<file path="src/clk_mode_pkg.sv">
// constants, field layout and helpers for the system clock and low-power mode block
// assumes a 200 MHz bus clock and an axi4-lite register window of four words
package clk_mode_pkg;
	// ****************************************************
	// timing
	// ****************************************************
	localparam int CLK_MHZ = 200; // bus clock rate
	localparam int FRC_SETTLE_NS = 2000; // fast rc settle time, ns
	localparam int FXT_SETTLE_NS = 10000; // fast crystal settle time, ns
	localparam int SXT_SETTLE_NS = 20000; // slow crystal settle time, ns
	localparam int FRC_SETTLE_CYC = (FRC_SETTLE_NS * CLK_MHZ + 999) / 1000;
	localparam int FXT_SETTLE_CYC = (FXT_SETTLE_NS * CLK_MHZ + 999) / 1000;
	localparam int SXT_SETTLE_CYC = (SXT_SETTLE_NS * CLK_MHZ + 999) / 1000;
	localparam int SETTLE_W = 12; // settle counter width
	// ****************************************************
	// register map
	// ****************************************************
	localparam int ADDR_W = 12;
	localparam logic [11:0] SYS_CLK_CONFIG_OFF = 12'h000;
	localparam logic [11:0] FAST_RC_CTRL_OFF = 12'h004;
	localparam logic [11:0] FAST_XTAL_CTRL_OFF = 12'h008;
	localparam logic [11:0] SLOW_XTAL_CTRL_OFF = 12'h00C;
	localparam logic [7:0] SYS_CLK_CONFIG_RST = 8'h00;
	localparam logic [7:0] FAST_RC_CTRL_RST = 8'h01;
	localparam logic [7:0] FAST_XTAL_CTRL_RST = 8'h00;
	localparam logic [7:0] SLOW_XTAL_CTRL_RST = 8'h00;
	// system clock config fields
	localparam int CKS_LSB = 5;
	localparam int FHS_BIT = 3;
	localparam int FSS_BIT = 2;
	localparam int FKEEP_BIT = 1;
	localparam int SKEEP_BIT = 0;
	// oscillator control fields
	localparam int FREQ_LSB = 2;
	localparam int RANGE_BIT = 2;
	localparam int STABLE_BIT = 1;
	localparam int EN_BIT = 0;
	localparam logic [2:0] CKS_SLOW = 3'h7; // select the slow clock
	localparam logic [1:0] RC_FREQ_ALIAS = 2'h3; // alias of the 8 MHz code
	localparam logic [1:0] RC_FREQ_8M = 2'h0;
	localparam logic [1:0] RESP_OKAY = 2'h0;
	localparam logic [1:0] RESP_SLVERR = 2'h2;
	localparam logic [5:0] DIV_ZERO = 6'h00;
	// ****************************************************
	// types and helpers
	// ****************************************************
	typedef enum logic [2:0] {
		MODE_RUN, MODE_SLEEP, MODE_SLOW_IDLE, MODE_DUAL_IDLE, MODE_FAST_IDLE
	} pwr_mode_e;
	// source edges per half period of the system clock, minus one
	function automatic logic [5:0] div_limit(input logic [2:0] code);
		if (code == CKS_SLOW) begin
			return DIV_ZERO;
		end
		return 6'((7'h01 << code) - 7'h01);
	endfunction
	// frequency code actually delivered to the rc trim
	function automatic logic [1:0] rc_freq_code(input logic [1:0] code);
		return (code == RC_FREQ_ALIAS) ? RC_FREQ_8M : code;
	endfunction
endpackage

</file>
<file path="src/osc_pin_sync.sv">
// synchroniser for an oscillator pin, gives a pulse on each agreed edge
// assumes the pin toggles slower than half the bus clock
`timescale 1ns/1ps
module osc_pin_sync (
	input wire logic aclk,
	input wire logic aresetn,
	input wire logic pin,
	output logic edge_r
);
	logic s1_r; // first stage, read only by s2_r
	logic s2_r;
	logic s3_r;
	logic level_r; // last agreed level
	// three-stage capture
	always_ff @(posedge aclk) begin
		if (!aresetn) begin
			s1_r <= 1'b0;
			s2_r <= 1'b0;
			s3_r <= 1'b0;
		end else begin
			s1_r <= pin;
			s2_r <= s1_r;
			s3_r <= s2_r;
		end
	end
	// a change counts once stages two and three agree
	always_ff @(posedge aclk) begin
		if (!aresetn) begin
			level_r <= 1'b0;
			edge_r <= 1'b0;
		end else begin
			edge_r <= (s2_r == s3_r) && (s3_r != level_r);
			if (s2_r == s3_r) begin
				level_r <= s3_r;
			end
		end
	end
endmodule

</file>
<file path="src/osc_settle_timer.sv">
// settle counter for one oscillator, drives its stable flag
// assumes run is a level from the same clock and restart a one-cycle pulse
`timescale 1ns/1ps
module osc_settle_timer #(
	parameter int CYCLES = 16
) (
	input wire logic aclk,
	input wire logic aresetn,
	input wire logic run,
	input wire logic restart,
	output logic stable_r
);
	import clk_mode_pkg::*;
	localparam logic [SETTLE_W-1:0] LAST = SETTLE_W'(CYCLES - 1);
	logic [SETTLE_W-1:0] cnt_r; // cycles since start
	// count from start or restart until the settle time has passed
	always_ff @(posedge aclk) begin
		if (!aresetn) begin
			cnt_r <= '0;
			stable_r <= 1'b0;
		end else if (!run || restart) begin
			// stopped or retuned: flag drops at once
			cnt_r <= '0;
			stable_r <= 1'b0;
		end else if (!stable_r) begin
			if (cnt_r == LAST) begin
				stable_r <= 1'b1;
			end else begin
				cnt_r <= cnt_r + 1'b1;
			end
		end
	end
endmodule

</file>
<file path="src/system_clock_mode_control.sv">
// system clock select, oscillator control and halt modes behind axi4-lite
// assumes oscillator pins are asynchronous; halt and wake come from the cpu clock
//
// Functional notes
// - select code picks fast divided or slow
// - fast source: rc or crystal
// - slow source: rc or crystal
// - fast keep-alive keeps fast osc in halt
// - slow keep-alive keeps slow osc in halt
// - unimplemented bits read zero, ignore writes
// - rc frequency code 00/01/10/11 map
// - new rc frequency delivered once stable
// - rc enable or retune clears stable flag
// - rc enable resets to one
// - crystal range bit for crystal speed
// - range write blocked while crystal live
// - fast crystal enable restarts its flag
// - slow crystal enable restarts its flag
// - slow switch completes once source stable
// - halt with no keep-alive: sleep
// - halt with slow keep only: slow idle
// - halt sets power-down, clears timeout flag
// - halt clears watchdog counter
// - halt with both keeps: dual idle
// - halt with fast keep only: fast idle
`timescale 1ns/1ps
module system_clock_mode_control (
	input wire logic aclk,
	input wire logic aresetn,
	input wire logic [clk_mode_pkg::ADDR_W-1:0] awaddr,
	input wire logic awvalid,
	output logic awready,
	input wire logic [31:0] wdata,
	input wire logic [3:0] wstrb,
	input wire logic wvalid,
	output logic wready,
	output logic [1:0] bresp,
	output logic bvalid,
	input wire logic bready,
	input wire logic [clk_mode_pkg::ADDR_W-1:0] araddr,
	input wire logic arvalid,
	output logic arready,
	output logic [31:0] rdata,
	output logic [1:0] rresp,
	output logic rvalid,
	input wire logic rready,
	input wire logic internal_fast_rc,
	input wire logic external_fast_crystal,
	input wire logic internal_slow_rc,
	input wire logic external_slow_crystal,
	input wire logic crystal_pins,
	input wire logic halt_req,
	input wire logic wake_req,
	output logic sys_clk,
	output logic cpu_run,
	output logic fast_rc_on,
	output logic [1:0] fast_rc_trim,
	output logic fast_xtal_on,
	output logic slow_xtal_on,
	output logic crystal_range_bit,
	output logic fast_clk_on,
	output logic slow_clk_on,
	output logic power_down_set,
	output logic timeout_flag_clear,
	output logic watchdog_clear
);
	import clk_mode_pkg::*;
	// ****************************************************
	// state
	// ****************************************************
	logic [2:0] clock_select_field; // written select code
	logic fast_source_select; // 0 rc, 1 crystal
	logic slow_source_select; // 0 rc, 1 crystal
	logic fast_keep_alive;
	logic slow_keep_alive;
	logic [1:0] fast_rc_freq_field;
	logic fast_rc_enable;
	logic fast_crystal_enable;
	logic slow_crystal_enable;
	logic freq_chg_r; // rc retune pulse
	logic fast_rc_stable_flag;
	logic fast_crystal_stable_flag;
	logic slow_crystal_stable_flag;
	logic [2:0] app_cks_r; // select code in force
	logic app_fhs_r;
	logic app_fss_r;
	logic [5:0] div_cnt_r; // source edges in this half period
	pwr_mode_e mode_r;
	logic aw_got_r, w_got_r; // address and data held
	logic [ADDR_W-1:0] awaddr_r;
	logic [7:0] wbyte_r; // low byte of write data
	logic wlane_r; // low byte lane enabled
	logic fr_edge, fx_edge, sr_edge, sx_edge; // synced source edges
	logic halted, halt_take, write_fire, src_edge, apply_sel, slow_ok, clk_hold;
	logic [31:0] rd_word;
	logic rd_ok;
	assign halted = (mode_r != MODE_RUN);
	assign halt_take = halt_req && !halted;
	assign write_fire = aw_got_r && w_got_r && !bvalid;
	// ****************************************************
	// oscillator pins and settle timers
	// ****************************************************
	osc_pin_sync u_sync_frc (.aclk(aclk), .aresetn(aresetn), .pin(internal_fast_rc),
		.edge_r(fr_edge));
	osc_pin_sync u_sync_fxt (.aclk(aclk), .aresetn(aresetn), .pin(external_fast_crystal),
		.edge_r(fx_edge));
	osc_pin_sync u_sync_src (.aclk(aclk), .aresetn(aresetn), .pin(internal_slow_rc),
		.edge_r(sr_edge));
	osc_pin_sync u_sync_sxt (.aclk(aclk), .aresetn(aresetn), .pin(external_slow_crystal),
		.edge_r(sx_edge));
	// each timer restarts when its oscillator starts; the rc also on retune
	osc_settle_timer #(.CYCLES(FRC_SETTLE_CYC)) u_settle_frc (.aclk(aclk),
		.aresetn(aresetn), .run(fast_rc_on), .restart(freq_chg_r),
		.stable_r(fast_rc_stable_flag));
	osc_settle_timer #(.CYCLES(FXT_SETTLE_CYC)) u_settle_fxt (.aclk(aclk),
		.aresetn(aresetn), .run(fast_xtal_on), .restart(1'b0),
		.stable_r(fast_crystal_stable_flag));
	osc_settle_timer #(.CYCLES(SXT_SETTLE_CYC)) u_settle_sxt (.aclk(aclk),
		.aresetn(aresetn), .run(slow_xtal_on), .restart(1'b0),
		.stable_r(slow_crystal_stable_flag));
	// ****************************************************
	// register writes
	// ****************************************************
	// system clock config
	always_ff @(posedge aclk) begin
		if (!aresetn) begin
			clock_select_field <= SYS_CLK_CONFIG_RST[CKS_LSB +: 3];
			fast_source_select <= SYS_CLK_CONFIG_RST[FHS_BIT];
			slow_source_select <= SYS_CLK_CONFIG_RST[FSS_BIT];
			fast_keep_alive <= SYS_CLK_CONFIG_RST[FKEEP_BIT];
			slow_keep_alive <= SYS_CLK_CONFIG_RST[SKEEP_BIT];
		end else if (write_fire && wlane_r && awaddr_r == SYS_CLK_CONFIG_OFF) begin
			clock_select_field <= wbyte_r[CKS_LSB +: 3];
			fast_source_select <= wbyte_r[FHS_BIT];
			slow_source_select <= wbyte_r[FSS_BIT];
			fast_keep_alive <= wbyte_r[FKEEP_BIT];
			slow_keep_alive <= wbyte_r[SKEEP_BIT];
		end
	end
	// fast rc control; a changed frequency code restarts the settle timer
	always_ff @(posedge aclk) begin
		if (!aresetn) begin
			fast_rc_freq_field <= FAST_RC_CTRL_RST[FREQ_LSB +: 2];
			fast_rc_enable <= FAST_RC_CTRL_RST[EN_BIT];
			freq_chg_r <= 1'b0;
		end else begin
			freq_chg_r <= 1'b0;
			if (write_fire && wlane_r && awaddr_r == FAST_RC_CTRL_OFF) begin
				fast_rc_freq_field <= wbyte_r[FREQ_LSB +: 2];
				fast_rc_enable <= wbyte_r[EN_BIT];
				freq_chg_r <= (wbyte_r[FREQ_LSB +: 2] != fast_rc_freq_field);
			end
		end
	end
	// crystal controls; range is frozen while the crystal pins are live and the fast crystal is enabled
	always_ff @(posedge aclk) begin
		if (!aresetn) begin
			crystal_range_bit <= FAST_XTAL_CTRL_RST[RANGE_BIT];
			fast_crystal_enable <= FAST_XTAL_CTRL_RST[EN_BIT];
			slow_crystal_enable <= SLOW_XTAL_CTRL_RST[EN_BIT];
		end else if (write_fire && wlane_r) begin
			if (awaddr_r == FAST_XTAL_CTRL_OFF) begin
				fast_crystal_enable <= wbyte_r[EN_BIT];
				if (!(crystal_pins && fast_crystal_enable)) begin
					crystal_range_bit <= wbyte_r[RANGE_BIT];
				end
			end
			if (awaddr_r == SLOW_XTAL_CTRL_OFF) begin
				slow_crystal_enable <= wbyte_r[EN_BIT];
			end
		end
	end
	// ****************************************************
	// oscillator run control
	// ****************************************************
	// oscillators stop in halt unless their keep-alive bit is set
	always_ff @(posedge aclk) begin
		if (!aresetn) begin
			fast_rc_on <= 1'b0;
			fast_xtal_on <= 1'b0;
			slow_xtal_on <= 1'b0;
			fast_clk_on <= 1'b0;
			slow_clk_on <= 1'b0;
		end else begin
			fast_rc_on <= fast_rc_enable && (!halted || fast_keep_alive);
			fast_xtal_on <= fast_crystal_enable && (!halted || fast_keep_alive);
			slow_xtal_on <= slow_crystal_enable && (!halted || slow_keep_alive);
			fast_clk_on <= (fast_source_select ? fast_crystal_enable : fast_rc_enable)
				&& (!halted || fast_keep_alive);
			slow_clk_on <= !halted || slow_keep_alive;
		end
	end
	// the trim follows the new code only once the rc is stable; the retune pulse
	// masks the old flag, which still reads stable for one cycle after the write
	always_ff @(posedge aclk) begin
		if (!aresetn) begin
			fast_rc_trim <= rc_freq_code(FAST_RC_CTRL_RST[FREQ_LSB +: 2]);
		end else if (fast_rc_stable_flag && !freq_chg_r) begin
			fast_rc_trim <= rc_freq_code(fast_rc_freq_field);
		end
	end
	// ****************************************************
	// system clock generation
	// ****************************************************
	// edge of the source in force; a stopped oscillator gives no edges
	always_comb begin
		if (app_cks_r == CKS_SLOW) begin
			src_edge = app_fss_r ? (sx_edge && slow_xtal_on) : sr_edge;
		end else begin
			src_edge = app_fhs_r ? (fx_edge && fast_xtal_on) : (fr_edge && fast_rc_on);
		end
	end
	assign slow_ok = slow_source_select ? slow_crystal_stable_flag : 1'b1;
	// a new selection is taken only in the low phase, slow only once stable
	assign apply_sel = !sys_clk &&
		({clock_select_field, fast_source_select, slow_source_select}
		!= {app_cks_r, app_fhs_r, app_fss_r}) &&
		(clock_select_field != CKS_SLOW || slow_ok);
	// in halt the clock stops unless its source is kept alive
	assign clk_hold = halted &&
		!((app_cks_r == CKS_SLOW) ? slow_keep_alive : fast_keep_alive);
	// selection in force
	always_ff @(posedge aclk) begin
		if (!aresetn) begin
			app_cks_r <= SYS_CLK_CONFIG_RST[CKS_LSB +: 3];
			app_fhs_r <= SYS_CLK_CONFIG_RST[FHS_BIT];
			app_fss_r <= SYS_CLK_CONFIG_RST[FSS_BIT];
		end else if (apply_sel) begin
			app_cks_r <= clock_select_field;
			app_fhs_r <= fast_source_select;
			app_fss_r <= slow_source_select;
		end
	end
	// divider: 2^code source periods per output period; the slow code gives one
	always_ff @(posedge aclk) begin
		if (!aresetn) begin
			div_cnt_r <= '0;
		end else if (apply_sel) begin
			div_cnt_r <= '0;
		end else if (src_edge) begin
			if (div_cnt_r == div_limit(app_cks_r)) begin
				div_cnt_r <= '0;
			end else begin
				div_cnt_r <= div_cnt_r + 1'b1;
			end
		end
	end
	// output toggles at the divider end; a held clock finishes its high phase
	always_ff @(posedge aclk) begin
		if (!aresetn) begin
			sys_clk <= 1'b0;
		end else if (!apply_sel && src_edge && div_cnt_r == div_limit(app_cks_r)
			&& !(clk_hold && !sys_clk)) begin
			sys_clk <= !sys_clk;
		end
	end
	// ****************************************************
	// halt modes
	// ****************************************************
	// keep-alive bits choose the halted mode; wake returns to run
	always_ff @(posedge aclk) begin
		if (!aresetn) begin
			mode_r <= MODE_RUN;
		end else begin
			case (mode_r)
				MODE_RUN: begin
					if (halt_req) begin
						case ({fast_keep_alive, slow_keep_alive})
							2'b00: mode_r <= MODE_SLEEP;
							2'b01: mode_r <= MODE_SLOW_IDLE;
							2'b11: mode_r <= MODE_DUAL_IDLE;
							default: mode_r <= MODE_FAST_IDLE;
						endcase
					end
				end
				default: begin
					if (wake_req) begin
						mode_r <= MODE_RUN;
					end
				end
			endcase
		end
	end
	// cpu stops; status and watchdog pulses on entry, registers untouched
	always_ff @(posedge aclk) begin
		if (!aresetn) begin
			cpu_run <= 1'b0;
			power_down_set <= 1'b0;
			timeout_flag_clear <= 1'b0;
			watchdog_clear <= 1'b0;
		end else begin
			cpu_run <= !(halted ? !wake_req : halt_req);
			power_down_set <= halt_take;
			timeout_flag_clear <= halt_take;
			watchdog_clear <= halt_take;
		end
	end
	// ****************************************************
	// axi4-lite slave
	// ****************************************************
	// write address and data are held until both are in
	always_ff @(posedge aclk) begin
		if (!aresetn) begin
			awready <= 1'b0;
			aw_got_r <= 1'b0;
			awaddr_r <= '0;
		end else if (awvalid && awready) begin
			awready <= 1'b0;
			aw_got_r <= 1'b1;
			awaddr_r <= awaddr;
		end else begin
			if (write_fire) begin
				aw_got_r <= 1'b0;
			end
			awready <= !aw_got_r && !bvalid;
		end
	end
	always_ff @(posedge aclk) begin
		if (!aresetn) begin
			wready <= 1'b0;
			w_got_r <= 1'b0;
			wbyte_r <= '0;
			wlane_r <= 1'b0;
		end else if (wvalid && wready) begin
			wready <= 1'b0;
			w_got_r <= 1'b1;
			wbyte_r <= wdata[7:0];
			wlane_r <= wstrb[0];
		end else begin
			if (write_fire) begin
				w_got_r <= 1'b0;
			end
			wready <= !w_got_r && !bvalid;
		end
	end
	// response; an address outside the map answers slverr
	always_ff @(posedge aclk) begin
		if (!aresetn) begin
			bvalid <= 1'b0;
			bresp <= RESP_OKAY;
		end else if (write_fire) begin
			bvalid <= 1'b1;
			bresp <= (awaddr_r == SYS_CLK_CONFIG_OFF || awaddr_r == FAST_RC_CTRL_OFF
				|| awaddr_r == FAST_XTAL_CTRL_OFF || awaddr_r == SLOW_XTAL_CTRL_OFF)
				? RESP_OKAY : RESP_SLVERR;
		end else if (bready) begin
			bvalid <= 1'b0;
		end
	end
	// read mux; unimplemented bits read zero
	always_comb begin
		rd_word = '0;
		rd_ok = 1'b1;
		case (araddr)
			SYS_CLK_CONFIG_OFF: rd_word[7:0] = {clock_select_field, 1'b0, fast_source_select,
				slow_source_select, fast_keep_alive, slow_keep_alive};
			FAST_RC_CTRL_OFF: rd_word[3:0] = {fast_rc_freq_field, fast_rc_stable_flag,
				fast_rc_enable};
			FAST_XTAL_CTRL_OFF: rd_word[2:0] = {crystal_range_bit, fast_crystal_stable_flag,
				fast_crystal_enable};
			SLOW_XTAL_CTRL_OFF: rd_word[1:0] = {slow_crystal_stable_flag, slow_crystal_enable};
			default: rd_ok = 1'b0;
		endcase
	end
	// read channel
	always_ff @(posedge aclk) begin
		if (!aresetn) begin
			arready <= 1'b0;
			rvalid <= 1'b0;
			rdata <= '0;
			rresp <= RESP_OKAY;
		end else if (arvalid && arready) begin
			arready <= 1'b0;
			rvalid <= 1'b1;
			rdata <= rd_word;
			rresp <= rd_ok ? RESP_OKAY : RESP_SLVERR;
		end else begin
			if (rready) begin
				rvalid <= 1'b0;
			end
			arready <= !rvalid;
		end
	end
	// ****************************************************
	// checks
	// ****************************************************
	a_slow_waits_stable: assert property (@(posedge aclk) disable iff (!aresetn)
		$changed(app_cks_r) && app_cks_r == CKS_SLOW |-> $past(slow_ok))
		else $error("slow clock taken before its source was stable");
	a_switch_low_phase: assert property (@(posedge aclk) disable iff (!aresetn)
		$changed({app_cks_r, app_fhs_r, app_fss_r}) |-> !sys_clk && !$past(sys_clk))
		else $error("clock selection changed outside the low phase");
	a_divider_toggle: assert property (@(posedge aclk) disable iff (!aresetn)
		$changed(sys_clk) |-> $past(src_edge && div_cnt_r == div_limit(app_cks_r)))
		else $error("system clock toggled off the divider boundary");
	a_halt_pulses: assert property (@(posedge aclk) disable iff (!aresetn)
		halt_take |=> power_down_set && timeout_flag_clear && watchdog_clear && !cpu_run
		##1 !power_down_set && !watchdog_clear)
		else $error("halt entry pulses wrong");
	a_sleep_entry: assert property (@(posedge aclk) disable iff (!aresetn)
		halt_take && !fast_keep_alive && !slow_keep_alive |=> mode_r == MODE_SLEEP
		##1 !fast_rc_on && !fast_xtal_on && !slow_xtal_on && !slow_clk_on)
		else $error("sleep entry wrong");
	a_slow_idle: assert property (@(posedge aclk) disable iff (!aresetn)
		halt_take && !fast_keep_alive && slow_keep_alive |=> mode_r == MODE_SLOW_IDLE
		##1 !fast_clk_on && slow_clk_on && slow_xtal_on == slow_crystal_enable)
		else $error("slow idle entry wrong");
	a_dual_idle: assert property (@(posedge aclk) disable iff (!aresetn)
		halt_take && fast_keep_alive && slow_keep_alive |=> mode_r == MODE_DUAL_IDLE
		##1 slow_clk_on && fast_rc_on == fast_rc_enable)
		else $error("dual idle entry wrong");
	a_fast_idle: assert property (@(posedge aclk) disable iff (!aresetn)
		halt_take && fast_keep_alive && !slow_keep_alive |=> mode_r == MODE_FAST_IDLE
		##1 !slow_clk_on && !slow_xtal_on && fast_rc_on == fast_rc_enable)
		else $error("fast idle entry wrong");
	a_range_locked: assert property (@(posedge aclk) disable iff (!aresetn)
		write_fire && awaddr_r == FAST_XTAL_CTRL_OFF && crystal_pins && fast_crystal_enable
		|=> $stable(crystal_range_bit))
		else $error("crystal range changed while locked");
	a_trim_when_stable: assert property (@(posedge aclk) disable iff (!aresetn)
		$changed(fast_rc_trim) |-> $past(fast_rc_stable_flag) && !$past(freq_chg_r))
		else $error("rc trim changed while unstable");
	c_sleep: cover property (@(posedge aclk) disable iff (!aresetn)
		halt_take ##1 mode_r == MODE_SLEEP ##[1:50] mode_r == MODE_RUN);
	c_to_slow: cover property (@(posedge aclk) disable iff (!aresetn)
		$changed(app_cks_r) && app_cks_r == CKS_SLOW);
	c_range_blocked: cover property (@(posedge aclk) disable iff (!aresetn)
		write_fire && awaddr_r == FAST_XTAL_CTRL_OFF && crystal_pins && fast_crystal_enable);
endmodule

</file>
<file path="config.mk">
export PLATFORM = sky130hd
export DESIGN_NAME = system_clock_mode_control
export DESIGN_NICKNAME = d
export VERILOG_FILES = /design/src/clk_mode_pkg.sv /design/src/osc_pin_sync.sv /design/src/osc_settle_timer.sv /design/src/system_clock_mode_control.sv
export SDC_FILE = /design/constraint.sdc
export NUM_CORES = 1
export LEC_CHECK = 0
export BUFFER_PORTS_ARGS = -buffer_cell sky130_fd_sc_hd__buf_2
export CAP_MARGIN = 25
export CELL_PAD_IN_SITES_DETAIL_PLACEMENT = 0
export CELL_PAD_IN_SITES_GLOBAL_PLACEMENT = 1
export CORE_ASPECT_RATIO = 0.5
export CORE_MARGIN = 2
export CORE_UTILIZATION = 44
export CTS_CLUSTER_DIAMETER = 30
export DETAILED_ROUTE_END_ITERATION = 7
export PLACE_DENSITY_LB_ADDON = 0.1
export RECOVER_POWER = 50
export SYNTH_ARGS = -nofsm -noshare
export SYNTH_HDL_FRONTEND = slang
export SYNTH_SLANG_ARGS = --single-unit
</file>
<file path="constraint.sdc">
create_clock -name aclk -period 3.6 [get_ports aclk]
set_input_delay 0.54 -clock aclk [delete_from_list [all_inputs] [get_ports aclk]]
set_output_delay 0.54 -clock aclk [all_outputs]
set_load 0.02 [all_outputs]
</file>
==> results.md <==
- H-tree depth: 4
- Minimum clock period after layout: between 2000 and 2500 ps
- Gpl congestion: ~0.76
- Main synth FF type: dfxtp_1
- Slew Viols, Final: 0
- Hpwl dp: just over 8000 um
- GRT Util Overall: about 17%
- Drt drc: 5
- Total number of vias: between 4k and 5k
- Die width: between 150 and 200 um
- Layout cells sized above 1: a little over an eighth
- Post-CTS setup buffer count: 0
- Initial antenna violation count: 0
- Syn Area/Cell: about 9 sq um
- CP arrival: roughly 2800 ps
- CTS buffer count: 17
- Reg-to-Reg End: div_cnt_r[4]
- Grt total ovfl: 0
- Post-route clock skew: 11.2 ps
- Worst-Margin Slew: 1360 ps
- Die area: approximately 0.014 sq mm
- Later-pin clock latency in the skew report: 410 ps
- CTS tree: yes
- WL final: approximately 12000 um
- R2R cell count: 8
- Die Ht: around 86 um
- Crit Path Category: flip-flop to flip-flop
- Hold WS: roughly 330 ps
- Peak supply drop: 0.000293 V
- R2R setup slack: 1130 ps
- 1st-iter DRT viols: 213
- Worst EP required: 3870 ps
- Final critical-path share of the clock period: between 60% and 70%
- # setup viols final: 0
- Wire per inst: 13.0 um
- Number of diodes: 0
- Startpoint types: flip-flop
- Status: finished with violations
- HP Class: input port to flip-flop
- Setup TNS Final: 0 ps
- Post-synth EDFFs: 0
- Fin cells: approximately 900
- #FFs+latches synth: between 100 and 150
- Number of global-route vias before repair: roughly 4.1k
- CP Buf/Inv Count: 0
- Worst path max stage delay: ~460 ps
- Final #Nets: 800
- Starting Density: a little under half
- Worst-path clk slew: approximately 60 ps
- Layout area overhead: 16.4%
- Cell Pwr Density: around 510 mW/mm^2
- Cells after DPL: a little under 900
- Critical path fanouts, max: 14
- Hold Buf Count CTS: 0
- Num ports: ~130
- Critical Path Sink Type: flip-flop
- Cell area after synthesis: 0.00588 sq mm
- I/O Buffers: 72
- Final worst slack: 1130 ps
- Sink Count: ~130
- Hold Path Depth: 2
- Max-cap violation count: 0
- CP top delay family: simple AND/OR/NAND/NOR gates
- Root buffer cell: clkbuf_16
- Ys async rst share: 0%
- Largest net degree at the start of global routing: 38
- Synth unique cells: between 50 and 60
- 1st-pass router iterations: 6
- Unrepaired setup endpoints after global routing: false
- Cell row count: 29
- Violated checks: DRC
- Hold_sp: internal_slow_rc
- Core area: between 0.01 and 0.015 sq mm
- Reg-to-Reg Start: app_cks_r[2]
- CTS resizes: 0
- Final hold vios: 0
- CP max stage cell: dfxtp_1
- Commonest non-fill, non-tap cell in the layout: dfxtp_1
- Crit-path cells: or3_1 -> ha_1 -> nor4b_1 -> a31oi_1 -> o21ai_1 -> a221oi_2 -> o211ai_1 -> nor2_1
- Lkg Pwr: between 0.002 and 0.003 uW
- Hold endpoint: u_sync_src.s1_r
- Most frequent cells in the layout: dfxtp_1, nand2_1, nor2_1, buf_2, a21boi_0
- Rel. slew slack: slightly above 9%
- Dpl ws: 1120 ps
- Clk buf depth: 2
- Yosys warnings: 0
- Antenna viol nets, final: 0
- Max Fclk: approximately 400 MHz
- Avg Vias per Cell: ~5
- CP Depth: 8
- Sequential area share after synthesis: a little under half
- Gate Count Post-Synth: approximately 650
- First-pass GRT wire length: approximately 20000 um
-- report_power, final --
| group | switching (uW) | internal (uW) | total (uW) |
|---|---|---|---|
| combinational | 104 | 56.5 | 161 |
| clock | 674 | 1140 | 1810 |
| sequential | 22.4 | 1500 | 1520 |
-- worst max path at each step --
stage                            start           end  slack, ps
after global placement    app_cks_r[2]  div_cnt_r[4]       1170
after floorplan           app_cks_r[0]       sys_clk       1360
after global routing      app_cks_r[2]  div_cnt_r[4]        920
final                     app_cks_r[2]  div_cnt_r[4]       1130
after CTS                 app_cks_r[2]  div_cnt_r[4]       1120
after detailed placement  app_cks_r[2]  div_cnt_r[5]       1120
-- routing by layer --
layer	part of all wire, %	track usage (%)
met1	51	23.9
met2	43	26.2
met3	4.9	5.21
met4	0.56	5.93
met5	0	0
-- state kept, by name, indices dropped and copies added, names as in the netlist, 3 cells and up --
register	cells
u_settle_fxt.cnt_r	12
div_cnt_r	6
u_settle_frc.cnt_r	12
rdata	7
app_cks_r	3
u_settle_sxt.cnt_r	12
clock_select_field	3
awaddr_r	12
mode_r	3
wbyte_r	7
-- cells by family after synthesis --
logic type               count (synthesis)  share of synthesized area [%]
AO/OA/AOI/OAI                           90                           11.0
XOR/XNOR                                43                           6.40
buffers and inverters                   64                           6.13
flip-flops                             133                           45.3
adder cells (fa/ha/maj)                  8                           1.70
multiplexers                            26                           4.45
AND/OR/NAND/NOR                        287                           25.0
other                                    1                         0.0638
-- layout make-up --
type	instances	area (sq um)
clock buffers	20	457
clock inverters	12	166
fillers	1248	6000
inverters	11	41.3
multi-input cells	481	2960
flip-flops and latches	133	2660
well taps	170	213
repair buffers	74	348
-- worst reg2reg max path: cells and delay by family (launching register included) --
family / cells / cell delay, ps
and+or+nand+nor: 3 / 810
AOI/OAI and AO/OA: 4 / 780
DFF: 1 / 460
adders and majority gates: 1 / 300
-- cell usage after synthesis (16+ instances only) --
cell	instances	share of area [%]
clkbuf_1	19	1.2
mux2i_1	25	4.3
a21boi_0	31	4.0
nor2_1	61	3.9
and2_1	20	2.1
nor2b_1	30	3.2
xnor2_1	17	2.5
xor2_1	26	3.9
o21ai_0	19	1.6
dfxtp_1	133	45
nand2_1	90	5.7
nand3_1	16	1.4
buf_4	31	4.0
-- stage by stage --
| step | cell area, sq um | util (%) | power, uW |
|---|---|---|---|
| 2_1_floorplan | 5980 | - | 1680 |
| 3_3_place_gp | 6250 | 48.6 | 1720 |
| 3_5_place_dp | 6250 | 48.6 | 1720 |
| 4_1_cts | 6870 | 53.5 | 3540 |
| 5_1_grt | 6840 | 53.3 | 3630 |
| 6_report | 6840 | 53.3 | 3500 |
(Power assumes the default switching activity.)
